==> src/common/lsoc_pkg.sv <==
// shared constants and types for the locked sequence and override control
package lsoc_pkg;
    localparam int LSOC_CNT_W = 3;
    localparam logic [2:0] LSOC_CNT_MAX = 3'h4;
    localparam logic [2:0] LSOC_CNT_ZERO = 3'h0;
    localparam int LSOC_DPP_N = 4;
    localparam int LSOC_PAGE_W = 10;
    localparam int LSOC_SEG_W = 8;
    localparam int LSOC_OFS_PAGE_W = 14;
    localparam int LSOC_OFS_SEG_W = 16;
    localparam int LSOC_ADDR_W = 24;
    localparam int LSOC_PRIO_W = 4;
    localparam int LSOC_VEC_W = 7;
    localparam logic [9:0] LSOC_PAGE_RST = 10'h000;
    localparam logic [7:0] LSOC_SEG_RST = 8'h00;
    localparam logic [3:0] LSOC_PRIO_RST = 4'h0;
    localparam logic [6:0] LSOC_VEC_RST = 7'h00;
    // extension instruction kinds
    typedef enum logic [2:0] {
        LSOC_EXT_NONE,
        LSOC_EXT_LOCK,
        LSOC_EXT_PAGE,
        LSOC_EXT_SEG,
        LSOC_EXT_REG,
        LSOC_EXT_PAGE_REG,
        LSOC_EXT_SEG_REG
    } lsoc_ext_type;
endpackage : lsoc_pkg

==> src/design/lsoc_ext_counter.sv <==
// extension counter shared by lock and override instructions
`timescale 1ns/1ps
`default_nettype none
module lsoc_ext_counter
    import lsoc_pkg::*;
(
    input wire logic clk,
    input wire logic rst_b,
    input wire logic ce,
    input wire logic load,
    input wire logic [2:0] load_cnt,
    input wire logic done,
    output logic [2:0] cnt_q,
    output logic active
);
    logic [2:0] cnt_d;

    always_comb begin
        cnt_d = cnt_q;
        if (load) begin
            cnt_d = load_cnt;
        end else if (done && cnt_q != LSOC_CNT_ZERO) begin
            cnt_d = cnt_q - 3'h1;
        end
    end

    always_ff @(posedge clk) begin
        if (!rst_b) begin
            cnt_q <= LSOC_CNT_ZERO;
        end else if (ce) begin
            cnt_q <= cnt_d;
        end
    end

    assign active = load || (cnt_q != LSOC_CNT_ZERO);
endmodule : lsoc_ext_counter
`default_nettype wire

==> src/design/lsoc_addr_gen.sv <==
// data address formation with page and segment overrides
`timescale 1ns/1ps
`default_nettype none
module lsoc_addr_gen
    import lsoc_pkg::*;
(
    input wire logic [15:0] op_addr,
    input wire logic [9:0] dpp0,
    input wire logic [9:0] dpp1,
    input wire logic [9:0] dpp2,
    input wire logic [9:0] dpp3,
    input wire logic page_ovr,
    input wire logic [9:0] page_val,
    input wire logic seg_ovr,
    input wire logic [7:0] seg_val,
    output logic [23:0] phys_addr
);
    logic [9:0] sel_page;

    always_comb begin
        sel_page = LSOC_PAGE_RST;
        // pointer picked by top two bits
        unique case (op_addr[15:14])
            2'h0: sel_page = dpp0;
            2'h1: sel_page = dpp1;
            2'h2: sel_page = dpp2;
            2'h3: sel_page = dpp3;
        endcase
        phys_addr = {sel_page, op_addr[13:0]};
        if (seg_ovr) begin
            phys_addr = {seg_val, op_addr};
        end else if (page_ovr) begin
            phys_addr = {page_val, op_addr[13:0]};
        end
    end
endmodule : lsoc_addr_gen
`default_nettype wire

==> src/design/lsoc_ctrl.sv <==
// locked sequence, override and trap/interrupt entry control
`timescale 1ns/1ps
`default_nettype none
// Behaviour
// - lock shields next 1..4 instructions
// - class B traps still taken
// - inhibit starts right after lock
// - multi-cycle instruction counts once
// - any opcode allowed inside sequence
// - page pointer plus 14-bit offset
// - page override for 1..4 instructions
// - segment override uses 16-bit offset
// - page/segment overrides inhibit like lock
// - register override selects extended space
// - combined overrides do both, inhibit
// - nested extension reloads counter
// - no transfers in idle when locked
// - multiply/divide interruptible outside sequences
// - interrupt needs strictly higher priority
// - traps ignore cpu priority
// - entry pushes state, branches vector
// - return restores state and resumes
module lsoc_ctrl
    import lsoc_pkg::*;
(
    input wire logic CLK,
    input wire logic RST_B,
    input wire logic CE,
    input wire logic EXT_VALID,
    input wire lsoc_pkg::lsoc_ext_type EXT_KIND,
    input wire logic [2:0] EXT_COUNT,
    input wire logic [9:0] EXT_PAGE,
    input wire logic [7:0] EXT_SEG,
    input wire logic INSTR_DONE,
    input wire logic INSTR_MULTI,
    input wire logic IDLE_ENTER,
    input wire logic IDLE_WAKE,
    input wire logic RETURN_FROM_INTERRUPT_INSTR_EXEC,
    input wire logic [15:0] OP_ADDR,
    input wire logic [9:0] DPP0,
    input wire logic [9:0] DPP1,
    input wire logic [9:0] DPP2,
    input wire logic [9:0] DPP3,
    input wire logic [3:0] CPU_PRIO,
    input wire logic IRQ_REQ,
    input wire logic [3:0] IRQ_PRIO,
    input wire logic [6:0] IRQ_VEC,
    input wire logic PEC_REQ,
    input wire logic TRAPA_REQ,
    input wire logic [6:0] TRAPA_VEC,
    input wire logic TRAPB_REQ,
    input wire logic [6:0] TRAPB_VEC,
    output logic LOCKED,
    output logic REG_EXT_SPACE,
    output logic [23:0] DATA_ADDR,
    output logic MULDIV_INTERRUPTIBLE,
    output logic IRQ_TAKE,
    output logic PEC_TAKE,
    output logic TRAP_TAKE,
    output logic PUSH_STATE,
    output logic POP_STATE,
    output logic VEC_LOAD,
    output logic [6:0] VEC_NUM,
    output logic IN_SERVICE
);
    logic [2:0] cnt_q;
    logic active;
    logic load;
    logic done;
    logic page_ovr_q;
    logic seg_ovr_q;
    logic reg_ovr_q;
    logic [9:0] page_q;
    logic [7:0] seg_q;
    logic idle_locked_q;
    logic [3:0] depth_q;
    logic [23:0] addr_c;
    logic irq_ok;
    logic inhibit;

    // count 0 from the pipeline means maximum run
    function automatic logic [2:0] lsoc_norm_cnt(input logic [2:0] c);
        lsoc_norm_cnt = (c == LSOC_CNT_ZERO || c > LSOC_CNT_MAX) ? LSOC_CNT_MAX : c;
    endfunction

    // ==================================================
    // extension counter
    // load accepted for every kind except none
    assign load = CE && EXT_VALID && EXT_KIND != LSOC_EXT_NONE;
    assign done = INSTR_DONE && !EXT_VALID;

    lsoc_ext_counter u_cnt (
        .clk(CLK),
        .rst_b(RST_B),
        .ce(CE),
        .load(load),
        .load_cnt(lsoc_norm_cnt(EXT_COUNT)),
        .done(done),
        .cnt_q(cnt_q),
        .active(active)
    );

    // ==================================================
    // override state
    always_ff @(posedge CLK) begin
        if (!RST_B) begin
            page_ovr_q <= 1'b0;
            seg_ovr_q <= 1'b0;
            reg_ovr_q <= 1'b0;
            page_q <= LSOC_PAGE_RST;
            seg_q <= LSOC_SEG_RST;
        end else if (CE) begin
            if (load) begin
                page_ovr_q <= EXT_KIND == LSOC_EXT_PAGE || EXT_KIND == LSOC_EXT_PAGE_REG;
                seg_ovr_q <= EXT_KIND == LSOC_EXT_SEG || EXT_KIND == LSOC_EXT_SEG_REG;
                reg_ovr_q <= EXT_KIND == LSOC_EXT_REG || EXT_KIND == LSOC_EXT_PAGE_REG
                             || EXT_KIND == LSOC_EXT_SEG_REG;
                page_q <= EXT_PAGE;
                seg_q <= EXT_SEG;
            end else if (done && cnt_q == 3'h1) begin
                page_ovr_q <= 1'b0;
                seg_ovr_q <= 1'b0;
                reg_ovr_q <= 1'b0;
            end
        end
    end

    lsoc_addr_gen u_addr (
        .op_addr(OP_ADDR),
        .dpp0(DPP0),
        .dpp1(DPP1),
        .dpp2(DPP2),
        .dpp3(DPP3),
        .page_ovr(page_ovr_q),
        .page_val(page_q),
        .seg_ovr(seg_ovr_q),
        .seg_val(seg_q),
        .phys_addr(addr_c)
    );

    // ==================================================
    // idle inside a locked run
    always_ff @(posedge CLK) begin
        if (!RST_B) begin
            idle_locked_q <= 1'b0;
        end else if (CE) begin
            if (IDLE_ENTER && active) begin
                idle_locked_q <= 1'b1;
            end else if (IDLE_WAKE) begin
                idle_locked_q <= 1'b0;
            end
        end
    end

    // ==================================================
    // arbitration
    // every kind inhibits alike
    assign inhibit = active || idle_locked_q;
    assign irq_ok = IRQ_REQ && (IRQ_PRIO > CPU_PRIO);

    always_ff @(posedge CLK) begin
        if (!RST_B) begin
            IRQ_TAKE <= 1'b0;
            PEC_TAKE <= 1'b0;
            TRAP_TAKE <= 1'b0;
            PUSH_STATE <= 1'b0;
            VEC_LOAD <= 1'b0;
            VEC_NUM <= LSOC_VEC_RST;
        end else if (CE) begin
            IRQ_TAKE <= 1'b0;
            PEC_TAKE <= 1'b0;
            TRAP_TAKE <= 1'b0;
            PUSH_STATE <= 1'b0;
            VEC_LOAD <= 1'b0;
            // class B breaks a locked run
            if (TRAPB_REQ) begin
                TRAP_TAKE <= 1'b1;
                PUSH_STATE <= 1'b1;
                VEC_LOAD <= 1'b1;
                VEC_NUM <= TRAPB_VEC;
            end else if (TRAPA_REQ && !inhibit) begin
                TRAP_TAKE <= 1'b1;
                PUSH_STATE <= 1'b1;
                VEC_LOAD <= 1'b1;
                VEC_NUM <= TRAPA_VEC;
            end else if (irq_ok && !inhibit) begin
                IRQ_TAKE <= 1'b1;
                PUSH_STATE <= 1'b1;
                VEC_LOAD <= 1'b1;
                VEC_NUM <= IRQ_VEC;
            // transfers steal a cycle, no stack frame
            end else if (PEC_REQ && !inhibit) begin
                PEC_TAKE <= 1'b1;
            end
        end
    end

    // ==================================================
    // return and service depth
    always_ff @(posedge CLK) begin
        if (!RST_B) begin
            POP_STATE <= 1'b0;
            depth_q <= 4'h0;
        end else if (CE) begin
            POP_STATE <= RETURN_FROM_INTERRUPT_INSTR_EXEC && depth_q != 4'h0;
            if (PUSH_STATE && !(RETURN_FROM_INTERRUPT_INSTR_EXEC && depth_q != 4'h0)) begin
                depth_q <= depth_q + 4'h1;
            end else if (!PUSH_STATE && RETURN_FROM_INTERRUPT_INSTR_EXEC && depth_q != 4'h0) begin
                depth_q <= depth_q - 4'h1;
            end
        end
    end

    // ==================================================
    // registered outputs
    always_ff @(posedge CLK) begin
        if (!RST_B) begin
            LOCKED <= 1'b0;
            REG_EXT_SPACE <= 1'b0;
            DATA_ADDR <= 24'h000000;
            MULDIV_INTERRUPTIBLE <= 1'b1;
            IN_SERVICE <= 1'b0;
        end else if (CE) begin
            LOCKED <= inhibit;
            REG_EXT_SPACE <= reg_ovr_q;
            DATA_ADDR <= addr_c;
            MULDIV_INTERRUPTIBLE <= !(inhibit && INSTR_MULTI) && !inhibit;
            IN_SERVICE <= depth_q != 4'h0;
        end
    end
endmodule : lsoc_ctrl
`default_nettype wire

==> config.mk <==
export PLATFORM = sky130hd
export DESIGN_NAME = lsoc_ctrl
export DESIGN_NICKNAME = d
export VERILOG_FILES = /design/src/common/lsoc_pkg.sv /design/src/design/lsoc_ext_counter.sv /design/src/design/lsoc_addr_gen.sv /design/src/design/lsoc_ctrl.sv
export SDC_FILE = /design/constraint.sdc
export NUM_CORES = 1
export LEC_CHECK = 0
export ABC_CLOCK_PERIOD_IN_PS = 2300
export BUFFER_PORTS_ARGS = -buffer_cell sky130_fd_sc_hd__buf_2
export CORE_MARGIN = 5
export CORE_UTILIZATION = 42
export CTS_CLUSTER_DIAMETER = 150
export DETAILED_ROUTE_END_ITERATION = 10
export PLACE_DENSITY = 0.79
export REMOVE_ABC_BUFFERS = 1
export SLEW_MARGIN = 20
export SYNTH_ARGS = -nofsm -noshare
export SYNTH_HDL_FRONTEND = slang
export SYNTH_SLANG_ARGS = --single-unit
==> constraint.sdc <==
create_clock -name CLK -period 2.3 [get_ports CLK]
set_input_delay 0 -clock CLK [delete_from_list [all_inputs] [get_ports CLK]]
set_output_delay 0 -clock CLK [all_outputs]
set_load 0.01 [all_outputs]
=== Word-level counts from Yosys, hierarchy flattened ===
Index checks and enable logic that the tools add are counted.

* Add/sub/neg operators: 3
* $mul: 0
* Div/mod/pow operators: 0
* Order comparisons: 2
* Eq/ne operators: 9
* Shift-type cells: 0
* Muxes and demuxes: 28
* Bitwise gates (word level): 0
* Reduce and logical (&&, ||, !) cells: 44

{| class="wikitable"
|+ Operators with widths
! cell !! count
|-
| 24-bit two-way mux || 2
|-
| 10-bit case mux with 4 select lines || 1
|-
| 7-bit two-way mux || 3
|-
| 1-bit two-way mux || 17
|-
| 1-bit logical AND || 16
|-
| 2-bit AND reduction || 6
|-
| 3-bit equality test (second input constant) || 3
|-
| 3-bit two-way mux || 3
|-
| 3-bit nonzero test || 3
|-
| 4-bit two-way mux || 2
|-
| 2-bit nonzero test || 4
|-
| 1-bit logical OR || 7
|-
| 3-bit by 2-bit equality test with 1-bit output (second input constant) || 2
|-
| 1-bit zero test || 5
|-
| 4-bit by 1-bit adder with 4-bit output (second input constant) || 1
|-
| 2-bit equality test (second input constant) || 2
|-
| 4-bit > comparator || 1
|-
| 4-bit nonzero test || 1
|-
| 4-bit by 1-bit subtractor with 4-bit output (second input constant) || 1
|-
| 3-bit by 1-bit equality test with 1-bit output (second input constant) || 1
|-
| 3-bit > comparator (second input constant) || 1
|-
| 3-bit zero test || 1
|-
| 3-bit by 1-bit subtractor with 3-bit output (second input constant) || 1
|-
| 2-bit by 1-bit equality test with 1-bit output (second input constant) || 1
|-
| 2-bit zero test || 1
|}

* Flip-flop bits (word level): 69
* Latch bits: 0
* Bits in writable memories: 0
* Bits in read-only memories: 0
* Bits of input ports: 122
* Output and inout bits: 41
* Word-level logic and storage cells: 105
* Memories kept: 0

=== Depth between registers and ports, before layout ===
Gate-level depths: netlist of the first run.

* Depth in word-level cells: 10
* Depth in mapped cells: 9
* Gate-level depth less buffers: 9

=== Cells and area by module ===
Synthesis of the first run repeated with hierarchy kept, for this count alone.

* Cell total of the unflattened synthesis: 418
* Area, all modules: 3802.4 sq um

{| class="wikitable"
|+ By module, submodules not included
! module !! instances !! cells an instance !! area each (sq um) !! sequential area each (sq um)
|-
| lsoc_ctrl || 1 || 321 || 3010.4 || 1321.3
|-
| lsoc_addr_gen || 1 || 71 || 566.8 || 0.0
|-
| lsoc_ext_counter || 1 || 26 || 225.2 || 60.1
|}

=== Worst setup path after synthesis of the first run ===
No wires, ideal clock.

* Path type: reg2reg
* Start point: reg depth_q[0]
* End point: reg depth_q[3]
* Setup time: 0.072 ns
* Arrival: 2.229 ns
* Data required time: 2.228 ns
* Setup slack: -0.001 ns
* Cell stages (with the launch flop): 10
* Path buffers: 0
* Clock period less this slack: 2.301 ns
* Path through: dfxtp_1 -> o41ai_1 -> and2_1 -> inv_1 -> ha_1 -> a21o_1 -> a21oi_1 -> mux2_2 -> nand2_1 -> mux2i_1

* Longest elaborated chain between the ends: 6
* Elaborated cells on any way between the ends: 11
* Those cells by class: add/sub (2); mux (2); reduce/logical (7)

{| class="wikitable"
|+ Ends and longest elaborated chain
! item !! line !! text
|-
| start: declaration || lsoc_ctrl.sv:76 || <nowiki>logic [3:0] depth_q;</nowiki>
|-
| start signal: assignment || lsoc_ctrl.sv:207 || <nowiki>depth_q <= depth_q + 4'h1;</nowiki>
|-
| start signal: assignment || lsoc_ctrl.sv:209 || <nowiki>depth_q <= depth_q - 4'h1;</nowiki>
|-
| parallel branches: the longest is 6 deep, another holds 4-bit by 1-bit subtractor with 4-bit output || n/a ||
|}

Several ways; the timed one is not identified. The select of a mux whose other input is x is not followed.
A chain may end at the register's enable or synchronous reset.

=== Worst setup path after layout of the first run ===
* Start point: reg depth_q[1]
* End point: reg depth_q[3]

Same word-level chain as after synthesis.

==> impl_metrics.env, run 1 <==
export IMPL_status="finished, final reports clean"
export IMPL_layout_drive_gt1_share=0.354
export IMPL_path_max_fanout=3
export IMPL_fin_tns_setup_ns=0
export IMPL_synth_area_per_cell_um2=8.90
export IMPL_synth_edf_count=0
export IMPL_grt_ovfl_total=0
export IMPL_synth_cells=390
export IMPL_nFillCells=681
export IMPL_synthArstFlopShare=0
export IMPL_drt_antenna_violating_nets=0
export IMPL_port_buffers=161
export IMPL_final_nets=713
export IMPL_cts_tree="built"
export IMPL_ys_seq_area_frac=0.398
export IMPL_final_cells=691
export IMPL_dieArea_um2=10200
export IMPL_cts_sinks=69
export IMPL_routed_wl_um=10800
export IMPL_fin_crit_sh=0.967
export IMPL_seq_power_share=0.414
export IMPL_period_needed_ns=2.22
export IMPL_synthFlopType="dfxtp_1"
export IMPL_ys_types=47
export IMPL_area_growth_pct=45.0
export IMPL_dp_hpwl_um=7340
export IMPL_crit_type="register to register"
export IMPL_cts_path_max_buffers=2
export IMPL_placementRows=33
export IMPL_finalHoldViolations=0
export IMPL_clk_pin_slew_ns=0.07
export IMPL_vias=3604
export IMPL_critPathCaptureType="register"
export IMPL_swShare=0.268
export IMPL_hp_class="primary input to register"
export IMPL_dp_cells=637
export IMPL_viasPerCell=5.22
export IMPL_power_frac_clock=0.367
export IMPL_ir_worst_vdd_v=0.000439
export IMPL_clk_latency_ns=0.33
export IMPL_powerDensity_nw_per_um2=641
export IMPL_die_w_um=101
export IMPL_intPower_mw=2.36
export IMPL_synthesis_area_um2=3470
export IMPL_clock_skew_ns=0.0121
export IMPL_grt_usage=0.208
export IMPL_layout_commonest_cell="buf_2"
export IMPL_startpoint_type="register"
export IMPL_ys_warn_count=0
export IMPL_rrSetupSlack_ns=0.08
export IMPL_p_switching_mw=0.865
export IMPL_fp_dieH_um=101
export IMPL_initial_core_util=0.427
export IMPL_grt_max_degree=56
export IMPL_fp_coreArea_um2=8130
export IMPL_cts_inserted_buffers=9
export IMPL_grt_pass1_wl_um=17000
export IMPL_cts_root_buf="clkbuf_8"
export IMPL_setup_viol=0
export IMPL_boundaryPins=163
export IMPL_drcViolationCount=0
export IMPL_combPwrFrac=0.219
export IMPL_max_slew_worst_pin_slew_ns=0.762
export IMPL_drtIter0Drc=123
export IMPL_ys_seq_elements=69
export IMPL_max_freq_ghz=0.450
export IMPL_critPathRequiredTime_ns=2.55
export IMPL_final_max_slew_viol_count=0
export IMPL_final_cell_mix="buf_2, dfxtp_1, nand2_1"
export IMPL_first_pass_iters=4
export IMPL_first_global_vias=3668
export IMPL_routedWlPerCell_um=15.6
export IMPL_cts_max_level=3
export IMPL_antenna_found_initial=0
export IMPL_arrival_ns=2.48
export IMPL_place_congestion=0.748
export IMPL_p_leak_nw=2.33
export IMPL_max_cap_viol_count=0
export IMPL_relSlewSlack=0.491
==> registers in the layout, summed over array words and instances, names as in the netlist, 3 cells and up <==
| signal | flops |
|---|---|
| page_q | 10 |
| depth_q | 4 |
| u_cnt.cnt_q | 3 |
| seg_q | 8 |
| DATA_ADDR | 24 |
| VEC_NUM | 7 |
==> routing by layer <==
layer	vias to the layer above	global-route usage	routed length (um)
met5	-	0	0
li1	1763	-	-
met4	0	0.0838	180
met2	128	0.378	5840
met3	19	0.0443	712
met1	1694	0.236	4030
==> worst max-delay path, cell delays in order (launching register included) <==
cell     delay, ns
dfxtp_2       0.34
o41ai_4       0.37
and2_4        0.22
inv_2         0.05
ha_1          0.28
a21o_1        0.19
a21oi_2       0.15
mux2_4        0.31
nand2_2       0.07
mux2i_1       0.17
==> cells by family after synthesis <==
group                      Yosys count  synth area share
adders and majority gates           11            0.0418
buffers and inverters               41            0.0483
and+or+nand+nor                    134             0.174
DFF                                 69             0.398
muxes                               45             0.163
AOI/OAI and AO/OA                   86             0.165
xor gates and xnor gates             4            0.0101
==> cells in the mapped netlist, drive strengths merged, types with 2 or more instances <==
master	n	share of area
a211o	7	0.018
a211oi	5	0.011
a21o	2	0.0043
a21oi	39	0.056
and2	5	0.0090
buf	10	0.015
clkbuf	18	0.019
dfxtp	69	0.40
ha	10	0.036
inv	13	0.014
mux2i	35	0.10
mux4	9	0.058
nand2	59	0.064
nand2b	3	0.0054
nand3	4	0.0058
nand3b	6	0.013
nand4	3	0.0054
nor2	35	0.038
nor3	12	0.017
o211ai	8	0.017
o21a	2	0.0043
o21ai	10	0.014
o221ai	3	0.0076
o311a	2	0.0090
xnor2	2	0.0050
xor2	2	0.0050
==> layout make-up <==
type	instances	area [um2]	area share
sequential	69	1380	0.275
clock inverter	6	111	0.0221
tap	105	131	0.0261
multi-input combinational	280	1970	0.392
inverter	13	48.8	0.00969
antenna	1	2.50	0.000497
timing repair buffer	207	1260	0.250
clock buffer	10	128	0.0254
==> power groups by stage <==
stage | Sequential, mW | Combinational [mW] | Clock (mW)
after floorplan | 1.38 | 0.310 | 0
after global placement | 1.35 | 0.614 | 0
after detailed placement | 1.36 | 0.635 | 0
after CTS | 1.33 | 0.688 | 1.20
after global routing | 1.35 | 0.777 | 1.27
final | 1.34 | 0.706 | 1.18
==> through the flow <==
| stage | instance area [um2] | hold WS (ns) | power [mW] | utilization | setup slack [ns] |
|---|---|---|---|---|---|
| 2_1_floorplan | 3350 | 0.0718 | 1.69 | - | -0.196 |
| 3_3_place_gp | 4390 | 0.233 | 1.96 | 0.539 | 0.0712 |
| 3_5_place_dp | 4390 | 0.246 | 1.99 | 0.539 | -0.00516 |
| 4_1_cts | 5000 | 0.00600 | 3.22 | 0.615 | 0.0318 |
| 5_1_grt | 5030 | 0.0221 | 3.40 | 0.619 | -0.0113 |
| 6_report | 5030 | 0.0199 | 3.23 | 0.619 | 0.0759 |
==> repair_timing <==
action                                  CTS  global route
buffers inserted                          0             0
resized for setup                         1             8
pin swaps                                 0             2
hold buffers                             37             0
cloned                                    0             0
endpoints found under the setup margin    1             2
endpoints found under the hold margin    35             0
==> path summary, 6_finish.rpt <==
| path | startpoint | endpoint | cells after the start |
|---|---|---|---|
| max reg2reg | depth_q[1] | depth_q[3] | 9 |
| min reg2reg | seg_q[7] | seg_q[7] | 2 |
| min | EXT_VALID | reg_ovr_q | 3 |
| max | depth_q[1] | depth_q[3] | 9 |
No activity file was read; power rests on OpenSTA's default activity.
==> run 2, diff against run 1 <==
Settings changed: HOLD_SLACK_MARGIN from default to 0.02.
==> run 2 against run 1 <==
Effect of this change:
- die area did not move
- worst hold slack improved by 0.024 ns
- power did not move
- clock skew barely moved
- design area rose by 0.40%
- core utilization rose by 0.25 points
- fmax fell by 0.13%
==> impl_metrics.env, run 2 (synthesis gave the netlist of run 1 again) <==
export IMPL_crit_type="register to register"
export IMPL_fin_crit_sh=0.968
export IMPL_regMostFlops="DATA_ADDR"
export IMPL_dieArea_um2=10200
export IMPL_final_nets=715
export IMPL_first_pass_iters=4
export IMPL_intPower_mw=2.37
export IMPL_fp_coreArea_um2=8130
export IMPL_hp_class="primary input to register"
export IMPL_cts_path_max_buffers=2
export IMPL_post_cts_buffers=0
export IMPL_clk_pin_slew_ns=0.07
export IMPL_cts_inserted_buffers=9
export IMPL_setup_viol=0
export IMPL_reg2reg_depth=9
export IMPL_max_freq_ghz=0.449
export IMPL_grt_pass1_wl_um=17000
export IMPL_max_cap_viol_count=0
export IMPL_drcViolationCount=0
export IMPL_viasPerCell=5.13
export IMPL_power_total_mw=3.23
export IMPL_max_slew_worst_pin_slew_ns=0.776
export IMPL_largest_register_ffs=24
export IMPL_boundaryPins=163
export IMPL_clk_latency_ns=0.33
export IMPL_port_buffers=161
export IMPL_period_needed_ns=2.23
export IMPL_swShare=0.267
export IMPL_top_regs="DATA_ADDR (24), page_q (10), seg_q (8)"
export IMPL_first_global_vias=3672
export IMPL_clock_skew_ns=0.0119
export IMPL_layout_commonest_cell="buf_2"
export IMPL_rrSetupSlack_ns=0.07
export IMPL_antenna_found_initial=0
export IMPL_grt_max_degree=56
export IMPL_initial_core_util=0.427
export IMPL_p_leak_nw=2.34
export IMPL_r2r_start="depth_q[1]"
export IMPL_nFillCells=678
export IMPL_min_to="seg_ovr_q"
export IMPL_dp_cells=637
export IMPL_finalInstanceArea_um2=5050
export IMPL_place_congestion=0.748
export IMPL_cp_startpoint="depth_q[1]"
export IMPL_seq_power_share=0.414
export IMPL_die_w_um=101
export IMPL_whs_path_depth=3
export IMPL_timing_hold_ws_ns=0.0444
export IMPL_cts_max_level=3
export IMPL_combPwrFrac=0.219
export IMPL_drtIter0Drc=119
export IMPL_routed_wl_um=10700
export IMPL_fin_tns_setup_ns=0
export IMPL_grt_usage=0.207
export IMPL_vias=3553
export IMPL_r2r_end="depth_q[3]"
export IMPL_drt_antenna_violating_nets=0
export IMPL_fp_dieH_um=101
export IMPL_final_cell_mix="buf_2, dfxtp_1, nand2_1"
export IMPL_layout_drive_gt1_share=0.353
export IMPL_routedWlPerCell_um=15.4
export IMPL_critPathCaptureType="register"
export IMPL_ir_worst_vdd_v=0.000439
export IMPL_arrival_ns=2.48
export IMPL_power_frac_clock=0.367
export IMPL_final_max_slew_viol_count=0
export IMPL_path_max_fanout=3
export IMPL_cts_sinks=69
export IMPL_final_cells=693
export IMPL_p_switching_mw=0.863
export IMPL_placementRows=33
export IMPL_relSlewSlack=0.482
export IMPL_powerDensity_nw_per_um2=639
export IMPL_hold_start="EXT_KIND[1]"
export IMPL_status="finished, final reports clean"
export IMPL_critPathRequiredTime_ns=2.55
export IMPL_dp_hpwl_um=7340
export IMPL_startpoint_type="register"
export IMPL_grt_ovfl_total=0
export IMPL_area_growth_pct=45.5
export IMPL_placed_area_um2=4390
export IMPL_cts_root_buf="clkbuf_8"
export IMPL_cts_tree="built"
export IMPL_finalHoldViolations=0
-- run 2: cell types whose count changed in the layout (fill, tap and decap cells not counted), sizes merged --
cell / previous run / this run
dlygate4sd3: 37 / 39
-- run 2: per-stage QoR --
stage          setup WS, ns  utilization
2_1_floorplan        -0.196            -
3_3_place_gp         0.0712        0.539
3_5_place_dp       -0.00516        0.539
4_1_cts              0.0318        0.618
5_1_grt             -0.0115        0.621
6_report             0.0731        0.621
-- run 2: worst max path at each step --
stage                            end  slack (ns)  cells past startpoint
after floorplan           VEC_NUM[0]       -0.20                      5
after CTS                 depth_q[3]        0.03                      9
after detailed placement  depth_q[3]      -0.005                      9
final                     depth_q[3]        0.07                      9
after global routing      depth_q[3]       -0.01                      9
after global placement    depth_q[3]        0.07                      9
-- run 2: worst max-delay path: stages (launching register included) --
cell,delay [ns]
dfxtp_2,0.34
o41ai_4,0.37
and2_4,0.22
inv_2,0.05
ha_1,0.28
a21o_1,0.19
a21oi_2,0.15
mux2_4,0.31
nand2_2,0.07
mux2i_1,0.17
-- run 2: per-layer routing --
layer,GRT usage,part of all wire,wire length [um]
met1,0.238,0.39,4210
met2,0.380,0.54,5780
met3,0.0388,0.049,518
met4,0.0787,0.015,164
met5,0,0,0
-- run 2: area by class of cell --
class                   instances  area [um2]  share of cell area
repair buffers                209        1280               0.253
diodes                          1        2.50            0.000495
clock inverters                 6         111              0.0220
clock buffers                  10         128              0.0253
multi-input cells             280        1970               0.390
inverters                      13        48.8             0.00966
well taps                     105         131              0.0260
flip-flops and latches         69        1380               0.274
-- run 2: power by group through the flow --
stage | Combinational (mW) | Sequential [mW] | Clock, mW
3_5_place_dp | 0.635 | 1.36 | 0
3_3_place_gp | 0.614 | 1.35 | 0
2_1_floorplan | 0.310 | 1.38 | 0
4_1_cts | 0.690 | 1.33 | 1.20
6_report | 0.708 | 1.34 | 1.18
5_1_grt | 0.779 | 1.35 | 1.27
-- run 2: what timing repair did --
item / in CTS / in global routing
hold buffers: 39 / 0
gates cloned: 0 / 0
endpoints found under the setup margin: 1 / 2
resized for setup: 1 / 8
pin swaps: 0 / 2
endpoints found under the hold margin: 37 / 0
==> run 3, diff against run 2 <==
Settings changed: CORE_ASPECT_RATIO from default to 0.7.
==> run 3 against run 2 <==
Effect of this change:
- routed wire length down 3.4%
- worst hold slack worse by 0.0073 ns
- cell count down 1.3%
- global-route usage down 0.73 points
- largest cell class unchanged
- highest routed layer unchanged
- register-to-register slack better by 0.02 ns
- critical path depth unchanged
- count of clock-buffer cells in the layout down 1
==> impl_metrics.env, run 3 (synthesis gave the netlist of run 1 again) <==
export IMPL_fp_dieH_um=86.1
export IMPL_drt_antenna_violating_nets=0
export IMPL_crit_chain="o41ai_4, and2_4, inv_2, ha_1, a21o_1, a21oi_2, mux2_4, nand2_1, mux2i_1"
export IMPL_boundaryPins=163
export IMPL_drtIter0Drc=119
export IMPL_max_freq_ghz=0.454
export IMPL_cts_inserted_buffers=9
export IMPL_ir_worst_vdd_v=0.000390
export IMPL_largest_register_ffs=24
export IMPL_placementRows=27
export IMPL_period_needed_ns=2.20
export IMPL_status="finished, final reports clean"
export IMPL_dp_hpwl_um=7270
export IMPL_fin_crit_sh=0.957
export IMPL_relSlewSlack=0.483
export IMPL_seq_power_share=0.395
export IMPL_routed_wl_um=10300
export IMPL_cts_path_max_buffers=2
export IMPL_max_cap_viol_count=0
export IMPL_power_frac_clock=0.400
export IMPL_fp_coreArea_um2=7970
export IMPL_grt_pass1_wl_um=17000
export IMPL_max_slew_worst_pin_slew_ns=0.774
export IMPL_clk_latency_ns=0.32
export IMPL_top_regs="DATA_ADDR (24), page_q (10), seg_q (8)"
export IMPL_crit_type="register to register"
export IMPL_critPathCaptureType="register"
export IMPL_final_cell_mix="buf_2, dfxtp_1, nand2_1"
export IMPL_layout_commonest_cell="buf_2"
export IMPL_first_global_vias=3738
export IMPL_first_pass_iters=4
export IMPL_arrival_ns=2.44
export IMPL_die_w_um=119
export IMPL_grt_usage=0.200
export IMPL_viasPerCell=5.11
export IMPL_path_max_fanout=4
export IMPL_final_max_slew_viol_count=0
export IMPL_vias=3496
export IMPL_cts_root_buf="clkbuf_16"
export IMPL_area_growth_pct=45.7
export IMPL_final_nets=711
export IMPL_grt_ovfl_total=0
export IMPL_swShare=0.269
export IMPL_clk_pin_slew_ns=0.06
export IMPL_regMostFlops="DATA_ADDR"
export IMPL_cts_sinks=69
export IMPL_dieArea_um2=10200
export IMPL_p_leak_nw=2.35
export IMPL_initial_core_util=0.435
export IMPL_hp_class="primary input to register"
export IMPL_port_buffers=161
export IMPL_setup_viol=0
export IMPL_p_switching_mw=0.915
export IMPL_powerDensity_nw_per_um2=671
export IMPL_critPathRequiredTime_ns=2.54
export IMPL_max_stage_delay_ns=0.36
export IMPL_antenna_found_initial=0
export IMPL_drcViolationCount=0
export IMPL_intPower_mw=2.48
export IMPL_layout_drive_gt1_share=0.352
export IMPL_combPwrFrac=0.205
export IMPL_cpMaxStageDelayCell="dfxtp_4"
export IMPL_fin_util=0.634
export IMPL_power_total_mw=3.40
export IMPL_grt_max_degree=56
export IMPL_cts_max_level=3
export IMPL_place_congestion=0.819
export IMPL_cts_tree="built"
export IMPL_clock_skew_ns=0.00710
export IMPL_finalHoldViolations=0
export IMPL_startpoint_type="register"
export IMPL_diodes=0
export IMPL_routedWlPerCell_um=15.1
## run 3: cell count changes in the layout (fill, tap and decap cells not counted), sizes merged
cell	previous run	this run
buf	170	168
bufinv	3	1
clkbuf	10	9
clkinv	2	4
diode	1	0
dlygate4sd3	39	37
inv	13	14
## run 3: final cells by class
type	count	area, um2
clock buffers	9	225
clock inverters	7	73.8
fillers	654	2910
inverters	13	48.8
multi-input cells	280	1970
flip-flops and latches	69	1390
well taps	101	126
repair buffers	205	1230
## run 3: power by group through the flow
stage	Combinational [mW]	Sequential (mW)	Clock [mW]
after global routing	0.769	1.35	1.45
after CTS	0.678	1.34	1.39
after global placement	0.602	1.35	0
final	0.695	1.34	1.36
after floorplan	0.310	1.38	0
after detailed placement	0.624	1.36	0
## run 3: stage by stage
step	hold slack, ns	TNS (ns)	instances	setup slack (ns)	area, um2
finish	0.0371	0	684	0.0979	5060
global route	0.0442	-0.00677	684	-0.00677	5060
CTS	0.0301	0	684	0.0302	5030
global placement	0.238	0	631	0.0727	4360
detailed placement	0.244	-0.0152	631	-0.0152	4360
floorplan	0.0718	-1.37	362	-0.196	3350
## run 3: timing repair
action                                  4_1_cts  5_1_grt
endpoints found under the setup margin        1        4
gates resized for setup                       1        8
setup buffers                                 0        0
pin swaps                                     0        4
hold endpoints to repair                     35        0
hold buffers                                 37        0
## run 3: metal layers
layer	vias to the layer above	global-route usage	wire length (um)
met5	-	0	0
met4	0	0.0463	115
met3	12	0.0514	620
met2	111	0.365	5150
met1	1617	0.238	4430
li1	1756	-	-
## run 3: path summary, 6_finish.rpt
path,start,endpoint,slack [ns],cells after the start
worst max-delay path,depth_q[3],depth_q[3],0.1,9
worst min-delay path,EXT_VALID,reg_ovr_q,0.04,3
worst max register to register,depth_q[3],depth_q[3],0.1,9
worst min register to register,seg_q[3],seg_q[3],0.45,2
## run 3: critical path: cells and delay by family, from the launching register on
family                     cells  cell delay [ns]
AOI/OAI and AO/OA              3             0.69
adders and majority gates      1             0.26
buffers and inverters          1             0.05
DFF                            1             0.36
muxes                          2             0.48
and+or+nand+nor                2             0.29
